===== config.mk =====
export PLATFORM = sky130hd
export DESIGN_NAME = acxr_regs
export DESIGN_NICKNAME = d
export VERILOG_FILES = /design/src/verilog/acxr_pkg.sv /design/src/verilog/acxr_regs.sv
export SDC_FILE = /design/constraint.sdc
export NUM_CORES = 2
export LEC_CHECK = 0
export ABC_AREA = 0
export BUFFER_PORTS_ARGS = -buffer_cell sky130_fd_sc_hd__clkbuf_2
export CORE_MARGIN = 5
export CORE_UTILIZATION = 35
export DETAILED_ROUTE_END_ITERATION = 8
export GPL_TIMING_DRIVEN = 0
export PLACE_DENSITY_LB_ADDON = 0.15
export SKIP_LAST_GASP = 1
export SLEW_MARGIN = 20
export SYNTH_ARGS = -nofsm -noshare
export SYNTH_HDL_FRONTEND = slang
export SYNTH_SLANG_ARGS = --single-unit

===== constraint.sdc =====
create_clock -name i_clock -period 17.3 [get_ports i_clock]
set_input_delay 0.865 -clock i_clock [delete_from_list [all_inputs] [get_ports i_clock]]
set_output_delay 0.865 -clock i_clock [all_outputs]
set_load 0.005 [all_outputs]

===== src/verilog/acxr_pkg.sv =====
// Constants for the calibration, excitation and GPIO register bank.
// Assumes byte addressing on a 32-bit AXI4-Lite bus, one register per word.
`default_nettype none
package acxr_pkg;
  // Register indices; byte address is four times the index
  localparam logic [5:0] IDX_COEF_LO = 6'h07;
  localparam logic [5:0] IDX_COEF_MID = 6'h08;
  localparam logic [5:0] IDX_COEF_HI = 6'h09;
  localparam logic [5:0] IDX_EXC_CTRL = 6'h0A;
  localparam logic [5:0] IDX_EXC_ROUTE = 6'h0B;
  localparam logic [5:0] IDX_GPIO_EN = 6'h0C;
  localparam logic [5:0] IDX_GPIO_DIR = 6'h0D;
  localparam logic [5:0] IDX_GPIO_DATA = 6'h0E;
  localparam int ADDR_W = 8;
  localparam logic [7:0] ADDR_COEF_HI = {IDX_COEF_HI, 2'h0};
  localparam logic [7:0] ADDR_EXC_CTRL = {IDX_EXC_CTRL, 2'h0};
  // Reset values
  localparam logic [23:0] COEF_RESET = 24'h400000;
  localparam logic [3:0] CTRL_RESET = 4'h0;
  localparam logic [7:0] ROUTE_RESET = 8'hFF;
  localparam logic [7:0] GPIO_RESET = 8'h00;
  // Field positions
  localparam int MODE_BIT = 3;
  localparam int REV_LSB = 4;
  localparam int COEF_SHIFT = 22;
  // Responses
  localparam logic [1:0] RESP_OKAY = 2'h0;
  localparam logic [1:0] RESP_SLVERR = 2'h2;
  // Current magnitudes in microamps
  localparam logic [10:0] UA_OFF = 11'h000;
  localparam logic [10:0] UA_50 = 11'h032;
  localparam logic [10:0] UA_100 = 11'h064;
  localparam logic [10:0] UA_250 = 11'h0FA;
  localparam logic [10:0] UA_500 = 11'h1F4;
  localparam logic [10:0] UA_750 = 11'h2EE;
  localparam logic [10:0] UA_1500 = 11'h5DC;
  // Route vector layout: bits 7..0 analog inputs, then the two pins
  localparam int ROUTE_EXC1 = 8;
  localparam int ROUTE_EXC2 = 9;
endpackage
`default_nettype wire


===== src/verilog/acxr_regs.sv =====
// Calibration, excitation-current and GPIO register bank with result scaling.
// Assumes an AXI4-Lite master, conversion results on the same clock, async pins.
//
// Implementation choice: the AXI4-Lite register port.
`timescale 1ns/1ps
`default_nettype none
module acxr_regs #(
  parameter logic [3:0] REVISION = 4'hA // Arbitrary value
) (
  input wire logic i_clock,
  input wire logic i_arst_n,
  input wire logic i_s_axi_awvalid,
  output logic o_s_axi_awready,
  input wire logic [acxr_pkg::ADDR_W-1:0] i_s_axi_awaddr,
  input wire logic i_s_axi_wvalid,
  output logic o_s_axi_wready,
  input wire logic [31:0] i_s_axi_wdata,
  input wire logic [3:0] i_s_axi_wstrb,
  output logic o_s_axi_bvalid,
  input wire logic i_s_axi_bready,
  output logic [1:0] o_s_axi_bresp,
  input wire logic i_s_axi_arvalid,
  output logic o_s_axi_arready,
  input wire logic [acxr_pkg::ADDR_W-1:0] i_s_axi_araddr,
  output logic o_s_axi_rvalid,
  input wire logic i_s_axi_rready,
  output logic [31:0] o_s_axi_rdata,
  output logic [1:0] o_s_axi_rresp,
  input wire logic i_result_valid,
  input wire logic [23:0] i_raw_result,
  input wire logic [23:0] i_offset_coeff,
  input wire logic i_result_read,
  input wire logic i_serial_dout,
  input wire logic i_serial_active,
  output logic [23:0] o_scaled_result,
  output logic o_scaled_valid,
  output logic o_data_ready_n,
  output logic o_shared_data_out,
  output logic [2:0] o_current_magnitude,
  output logic [10:0] o_current_ua,
  output logic [9:0] o_first_source_route,
  output logic [9:0] o_second_source_route,
  input wire logic [7:0] i_gpio_in,
  output logic [7:0] o_gpio_out,
  output logic [7:0] o_gpio_oe
);

  typedef struct packed {
    logic awready;
    logic wready;
    logic bvalid;
    logic [1:0] bresp;
    logic [5:0] awidx;
    logic [7:0] wbyte;
    logic wlane0;
    logic arready;
    logic rvalid;
    logic [31:0] rdata;
    logic [1:0] rresp;
    logic [23:0] coef;
    logic [3:0] ctrl_low;
    logic [7:0] route;
    logic [7:0] gpio_en;
    logic [7:0] gpio_dir;
    logic [7:0] gpio_dat;
    logic [7:0] pin_meta;
    logic [7:0] pin_sync;
    logic sub_v;
    logic [23:0] sub;
    logic res_v;
    logic [23:0] result;
    logic rdy_n;
    logic shared;
    logic [10:0] cur_ua;
    logic [9:0] src1;
    logic [9:0] src2;
    logic [7:0] gpio_out;
    logic [7:0] gpio_oe;
  } acxr_state_t;

  acxr_state_t q;
  acxr_state_t d;
  logic rst_meta_n;
  logic rst_n;
  logic signed [26:0] diff;
  logic signed [48:0] prod;

  // Two-stage release keeps reset removal synchronous to i_clock
  always_ff @(posedge i_clock or negedge i_arst_n) begin
    if (!i_arst_n) begin
      rst_meta_n <= 1'b0;
      rst_n <= 1'b0;
    end else begin
      rst_meta_n <= 1'b1;
      rst_n <= rst_meta_n;
    end
  end

  function automatic logic [23:0] sat24(input logic signed [26:0] v);
    if (v > 27'sh07FFFFF) begin
      sat24 = 24'h7FFFFF;
    end else if (v < -27'sh0800000) begin
      sat24 = 24'h800000;
    end else begin
      sat24 = v[23:0];
    end
  endfunction

  function automatic logic [10:0] mag_ua(input logic [2:0] code);
    case (code)
      3'h1: mag_ua = acxr_pkg::UA_50;
      3'h2: mag_ua = acxr_pkg::UA_100;
      3'h3: mag_ua = acxr_pkg::UA_250;
      3'h4: mag_ua = acxr_pkg::UA_500;
      3'h5: mag_ua = acxr_pkg::UA_750;
      3'h7: mag_ua = acxr_pkg::UA_1500;
      // Code 6 has no defined current; treated as off
      default: mag_ua = acxr_pkg::UA_OFF;
    endcase
  endfunction

  function automatic logic [9:0] route_of(input logic [3:0] sel);
    route_of = 10'h000;
    if (!sel[3]) begin
      route_of[sel[2:0]] = 1'b1;
    end else if (!sel[2]) begin
      if (sel[0]) begin
        route_of[acxr_pkg::ROUTE_EXC2] = 1'b1;
      end else begin
        route_of[acxr_pkg::ROUTE_EXC1] = 1'b1;
      end
    end
  endfunction

  // Enabled inputs read the pin, everything else the stored bit
  function automatic logic [7:0] read_byte(input acxr_state_t s, input logic [5:0] idx, output logic hit);
    hit = 1'b1;
    case (idx)
      acxr_pkg::IDX_COEF_LO: read_byte = s.coef[7:0];
      acxr_pkg::IDX_COEF_MID: read_byte = s.coef[15:8];
      acxr_pkg::IDX_COEF_HI: read_byte = s.coef[23:16];
      acxr_pkg::IDX_EXC_CTRL: read_byte = {REVISION, s.ctrl_low};
      acxr_pkg::IDX_EXC_ROUTE: read_byte = s.route;
      acxr_pkg::IDX_GPIO_EN: read_byte = s.gpio_en;
      acxr_pkg::IDX_GPIO_DIR: read_byte = s.gpio_dir;
      acxr_pkg::IDX_GPIO_DATA: read_byte = (s.gpio_en & s.gpio_dir & s.pin_sync) | (~(s.gpio_en & s.gpio_dir) & s.gpio_dat);
      default: begin
        read_byte = 8'h00;
        hit = 1'b0;
      end
    endcase
  endfunction

  always_comb begin
    logic hit;
    logic [7:0] rbyte;
    hit = 1'b0;
    rbyte = 8'h00;
    d = q;
    diff = 27'(signed'(i_raw_result)) - 27'(signed'(i_offset_coeff));
    prod = $signed(q.sub) * $signed({1'b0, q.coef});
    d.pin_meta = i_gpio_in;
    d.pin_sync = q.pin_meta;
    // Write address and data taken independently, either order
    if (i_s_axi_awvalid && q.awready) begin
      d.awidx = i_s_axi_awaddr[7:2];
      d.awready = 1'b0;
    end
    if (i_s_axi_wvalid && q.wready) begin
      d.wbyte = i_s_axi_wdata[7:0];
      d.wlane0 = i_s_axi_wstrb[0];
      d.wready = 1'b0;
    end
    if (!q.awready && !q.wready && !q.bvalid) begin
      d.bvalid = 1'b1;
      d.bresp = acxr_pkg::RESP_OKAY;
      case (q.awidx)
        acxr_pkg::IDX_COEF_LO: if (q.wlane0) d.coef[7:0] = q.wbyte;
        acxr_pkg::IDX_COEF_MID: if (q.wlane0) d.coef[15:8] = q.wbyte;
        acxr_pkg::IDX_COEF_HI: if (q.wlane0) d.coef[23:16] = q.wbyte;
        acxr_pkg::IDX_EXC_CTRL: if (q.wlane0) d.ctrl_low = q.wbyte[3:0];
        acxr_pkg::IDX_EXC_ROUTE: if (q.wlane0) d.route = q.wbyte;
        acxr_pkg::IDX_GPIO_EN: if (q.wlane0) d.gpio_en = q.wbyte;
        acxr_pkg::IDX_GPIO_DIR: if (q.wlane0) d.gpio_dir = q.wbyte;
        acxr_pkg::IDX_GPIO_DATA: if (q.wlane0) d.gpio_dat = q.wbyte;
        default: d.bresp = acxr_pkg::RESP_SLVERR;
      endcase
    end
    if (q.bvalid && i_s_axi_bready) begin
      d.bvalid = 1'b0;
      d.awready = 1'b1;
      d.wready = 1'b1;
    end
    if (i_s_axi_arvalid && q.arready) begin
      rbyte = read_byte(q, i_s_axi_araddr[7:2], hit);
      d.rdata = {24'h000000, rbyte};
      d.rresp = hit ? acxr_pkg::RESP_OKAY : acxr_pkg::RESP_SLVERR;
      d.rvalid = 1'b1;
      d.arready = 1'b0;
    end
    if (q.rvalid && i_s_axi_rready) begin
      d.rvalid = 1'b0;
      d.arready = 1'b1;
    end
    // Offset first, then scale; the 22-bit shift keeps unity scaling exact
    d.sub_v = i_result_valid;
    if (i_result_valid) begin
      d.sub = sat24(diff);
    end
    d.res_v = q.sub_v;
    if (q.sub_v) begin
      d.result = sat24(prod[acxr_pkg::COEF_SHIFT+26:acxr_pkg::COEF_SHIFT]);
    end
    // New result wins over a same-cycle read acknowledge
    if (i_result_read) begin
      d.rdy_n = 1'b1;
    end
    if (q.res_v) begin
      d.rdy_n = 1'b0;
    end
    // Ready shown only while no word is shifting out
    d.shared = (q.ctrl_low[acxr_pkg::MODE_BIT] && !i_serial_active) ? q.rdy_n : i_serial_dout;
    d.cur_ua = mag_ua(q.ctrl_low[2:0]);
    d.src1 = route_of(q.route[7:4]);
    d.src2 = route_of(q.route[3:0]);
    d.gpio_oe = q.gpio_en & ~q.gpio_dir;
    d.gpio_out = q.gpio_dat;
  end

  always_ff @(posedge i_clock or negedge rst_n) begin
    if (!rst_n) begin
      q <= '0;
      q.awready <= 1'b1;
      q.wready <= 1'b1;
      q.arready <= 1'b1;
      q.coef <= acxr_pkg::COEF_RESET;
      q.ctrl_low <= acxr_pkg::CTRL_RESET;
      q.route <= acxr_pkg::ROUTE_RESET;
      q.gpio_en <= acxr_pkg::GPIO_RESET;
      q.gpio_dir <= acxr_pkg::GPIO_RESET;
      q.gpio_dat <= acxr_pkg::GPIO_RESET;
      q.rdy_n <= 1'b1;
      q.shared <= 1'b1;
    end else begin
      q <= d;
    end
  end

  assign o_s_axi_awready = q.awready;
  assign o_s_axi_wready = q.wready;
  assign o_s_axi_bvalid = q.bvalid;
  assign o_s_axi_bresp = q.bresp;
  assign o_s_axi_arready = q.arready;
  assign o_s_axi_rvalid = q.rvalid;
  assign o_s_axi_rdata = q.rdata;
  assign o_s_axi_rresp = q.rresp;
  assign o_scaled_result = q.result;
  assign o_scaled_valid = q.res_v;
  assign o_data_ready_n = q.rdy_n;
  assign o_shared_data_out = q.shared;
  assign o_current_magnitude = q.ctrl_low[2:0];
  assign o_current_ua = q.cur_ua;
  assign o_first_source_route = q.src1;
  assign o_second_source_route = q.src2;
  assign o_gpio_out = q.gpio_out;
  assign o_gpio_oe = q.gpio_oe;
endmodule // acxr_regs
`default_nettype wire


==> results.md <==
Worst setup path:
- The worst setup path is launched from a register.
- At the worst endpoint, the arrival time is ~9.9 ns.
- The count of cells along the worst register-to-register path is 26.
- Across all register-to-register paths, the minimum setup slack is 7.83 ns.
- The data required time of the critical path is about 18 ns.
- The reg-to-reg critical path endpoint is o_scaled_result[4].
- In this run the worst path has a maximum fanout of 10.
- The launch point of the worst reg-to-reg path is q[85].
- The endpoint class of the critical path is a register.
- The setup path with the least slack is of type register to register.

STA:
- The max-slew violation count is 0.
- Dividing the final minimum period by the clock period gives 0.5474.
- Subtracting the final worst setup slack from the clock period gives 9.470 ns.
- The measured slew at the worst slew-check pin is roughly 0.98 ns.
- Setup violations remaining at the end of the flow were counted as 0.
- Static timing analysis puts the maximum clock frequency at between 100 and 150 MHz.
- On the final layout, the worst clock skew is between 0.007 and 0.008 ns.
- For the final routed database, the setup TNS stands at 0 ns.
- Headroom to the max-slew limit came out at 0.3433.
- The hold violation count in the final report came to 0.
- Setup repair after global routing left no endpoint under its margin.

Synthesis:
- The share of synthesized flip-flops with an asynchronous set or reset is 1.000.
- For this run, the leading register cell type out of synthesis is dfrtp_1.
- The count of distinct cell types in the synthesized netlist is 70.
- In the post-synthesis netlist, the biggest area contributors are fa_1, dfrtp_1, ha_1, inv_1, and2_1.
- The sequential area share after synthesis is 0.1755.
- The number of register bits inferred by synthesis is between 200 and 250.
- Averaged over all synthesized cells, the footprint is about 9.3 sq um.
- The post-synth design cell area is between 20000 and 30000 sq um.
- The total of warnings raised by yosys is 0.
- Of all cell types, the one taking the most synthesized area is fa_1.
- The count of flip-flops with a built-in enable after synthesis is 0.
- Synthesis produced a netlist whose cell count is between 3000 and 4000.
- The share of synthesized area in the top cell type comes to 0.3274.

Placed design:
- The routability congestion estimate from global placement is roughly 0.90.
- The number of port buffers is 177.
- Summing all placed instances gives a cell area of 31940 sq um.
- Detailed placement finished with a half-perimeter wire length of 77.33 mm.

Clocking:
- The root buffer cell is clkbuf_16.
- Post-CTS timing repair inserted 0 buffers for setup.
- The clock reaches the later pin of the worst-skew pair after approximately 0.55 ns.
- Once the clock tree was built, the resizer swapped 0 gates to a different size.
- The clock passes through at most 3 buffers.
- TritonCTS created 24 clock buffers.
- The post-cts hold buffer count is 0.
- The CTS tree is yes.
- For this design, the sink count on the clock tree is roughly 200.
- The clock transition time at the flip-flop clock pins of the worst setup and hold paths is ~0.06 ns.
- CTS built an H-tree with a depth of 1.

Status:
- The flow ran to the end, and the final reports show no timing, DRC or antenna violations.

GRT:
- The first global-routing pass estimated 142.1 mm of wire.
- The number of global-route vias before repair is approximately 23000.
- Entering global routing, the biggest net connects 55 pins.
- The global route total overflow is 0.
- In the global route stage, met3 resource usage came out at 0.02397.
- The met2 usage is 0.3554.
- The global routing stage identified its most utilized layer as met2.
- The number of antenna violations at the first check in global routing is 6.
- For this run, global-route usage on met1 was measured as 0.2789.
- The global routing usage summed across all routing layers is 0.2074.

Finish:
- The post-route cell area is approximately 33000 sq um.
- Leaving out fill and tap cells, the most frequent cell in the layout is inv_1.
- The top cell types in the final layout, fill and taps aside, are inv_1, fa_1, nand2_1, and2_1, ha_1.
- In the final layout, the share of cells above drive strength 1 is 0.1447.
- The area used by sequential logic in the layout is about 5200 sq um.
- The final-stage net count is roughly 4200.
- Compared with the post-synthesis result, the final layout area differs by 11.06%.
- In the final layout, the multi-input gates occupy a little over 20000 sq um.
- The final-layout fill cell count is between 8000 and 9000.

Min path:
- In this run the worst hold path is classified as primary input to asynchronous set/reset pin.

Detailed routing:
- The routed design has between 90 and 100 mm of wire.
- The DRC violation count after routing is 0.
- The routed layout has ~22000 vias.
- Dividing the detail-routed wire length by the instance count gives 20.94 um.
- For this block, the initial DRC count from the detailed router was 1335.
- In this run the remaining antenna-violating nets after routing total 0.
- Dividing the detail-routed via count by the number of cells gives about 4.9.
- The pre-antenna-repair detailed-routing pass consisted of 5 iterations.

Die:
- The floorplan step set the die height to 300.2 um.
- The initial utilization of the core area, before any placement, comes to 0.3527.
- In this run the horizontal extent of the chip is 300.2 um.
- For this design the top-level I/O count stands at 237.
- The die covers between 90000 and 100000 sq um.
- In this run the standard cell core region covers approximately 84000 sq um.
- The floorplan has 106 rows.

Run:
- The max-cap violation count is 0.
[synthesized netlist by cell type, drive strengths merged (5+ instances only)]
library cell,n
a21o,27
xnor2,38
and3,12
o21a,14
a31oi,11
o21bai,9
inv,612
buf,121
a22o,6
o31ai,5
mux2,80
dfstp,14
xor2,12
and2,272
o21ai,64
nand4,18
nor3,24
clkbuf,140
nor2b,27
o211ai,6
o22ai,32
nand2b,28
nand2,370
nand3,19
nor4,5
fa,482
or2,5
a211oi,20
or3,7
nor2,90
ha,222
a21oi,111
dfrtp,192
[worst max-delay path: stages, from the launching register on]
cell	delay, ns
dfrtp_1	0.76
clkbuf_1	0.77
nand2_1	0.15
fa_1	0.52
inv_1	0.07
fa_1	0.54
inv_1	0.05
fa_1	0.50
inv_1	0.06
fa_1	0.67
fa_1	0.47
fa_1	0.49
inv_1	0.05
fa_1	0.47
inv_1	0.04
ha_1	0.40
nand4_1	0.24
or4_1	0.68
a211oi_1	0.72
o21bai_1	0.30
a21oi_1	0.22
a211oi_1	0.07
o41ai_1	0.14
and3_1	0.27
o21a_1	0.24
buf_2	0.34
a21oi_2	0.09
[layout make-up]
class,count,area share
inverter,612,0.07019
clock buffer,34,0.02198
timing repair buffer,182,0.03035
tap,1080,0.04129
buffer,261,0.04324
multi-input combinational,2104,0.6327
clock inverter,9,0.001911
sequential,206,0.1582
antenna,2,0.0001529
[state kept, by name, indices dropped and copies added (netlist names), 3 cells and up]
register,flops
d,17
o_current_ua,10
q,96
o_first_source_route,10
o_second_source_route,10
o_gpio_out,8
o_gpio_oe,8
o_s_axi_rdata,8
o_scaled_result,24
o_current_magnitude,3
[per-layer routing]
metal	part of all wire	wire length, um
met1	0.43	40010
met2	0.49	46230
met3	0.049	4621
met4	0.034	3158
met5	0	0
[metrics by stage]
| step | std cells | hold WS (ns) | utilization | setup WS [ns] |
|---|---|---|---|---|
| after floorplan | 3183 | 0.3312 | - | 10.03 |
| after global placement | 4440 | 0.3337 | 0.3806 | 8.074 |
| after detailed placement | 4445 | 0.2320 | 0.3822 | 8.074 |
| after CTS | 4488 | 0.05939 | 0.3916 | 8.048 |
| after global routing | 4488 | 0.07357 | 0.3916 | 7.602 |
| final | 4490 | 0.09041 | 0.3917 | 7.830 |
[how the worst max path moves through the flow]
stage                     startpoint                  end  cells after the start
after floorplan                q[77]  o_scaled_result[10]                     28
after CTS                      q[85]   o_scaled_result[4]                     26
final                          q[85]   o_scaled_result[4]                     26
after detailed placement       q[78]   o_scaled_result[4]                     28
after global placement         q[85]   o_scaled_result[8]                     26
after global routing           q[77]   o_scaled_result[4]                     28
[cells by family after synthesis]
| kind of cell | Yosys count | synth area share |
|---|---|---|
| AO/OA/AOI/OAI | 341 | 0.07511 |
| other | 2 | 0.0002548 |
| buffers and inverters | 873 | 0.1260 |
| flip-flops | 206 | 0.1755 |
| multiplexers | 88 | 0.03498 |
| AND/OR/NAND/NOR | 892 | 0.1513 |
| adder cells (fa/ha/maj) | 705 | 0.4220 |
| XOR/XNOR | 50 | 0.01486 |
Power is left out: the tool's default activity adds up to more than one toggle a clock period on the data nets, which glitch-free logic cannot reach.
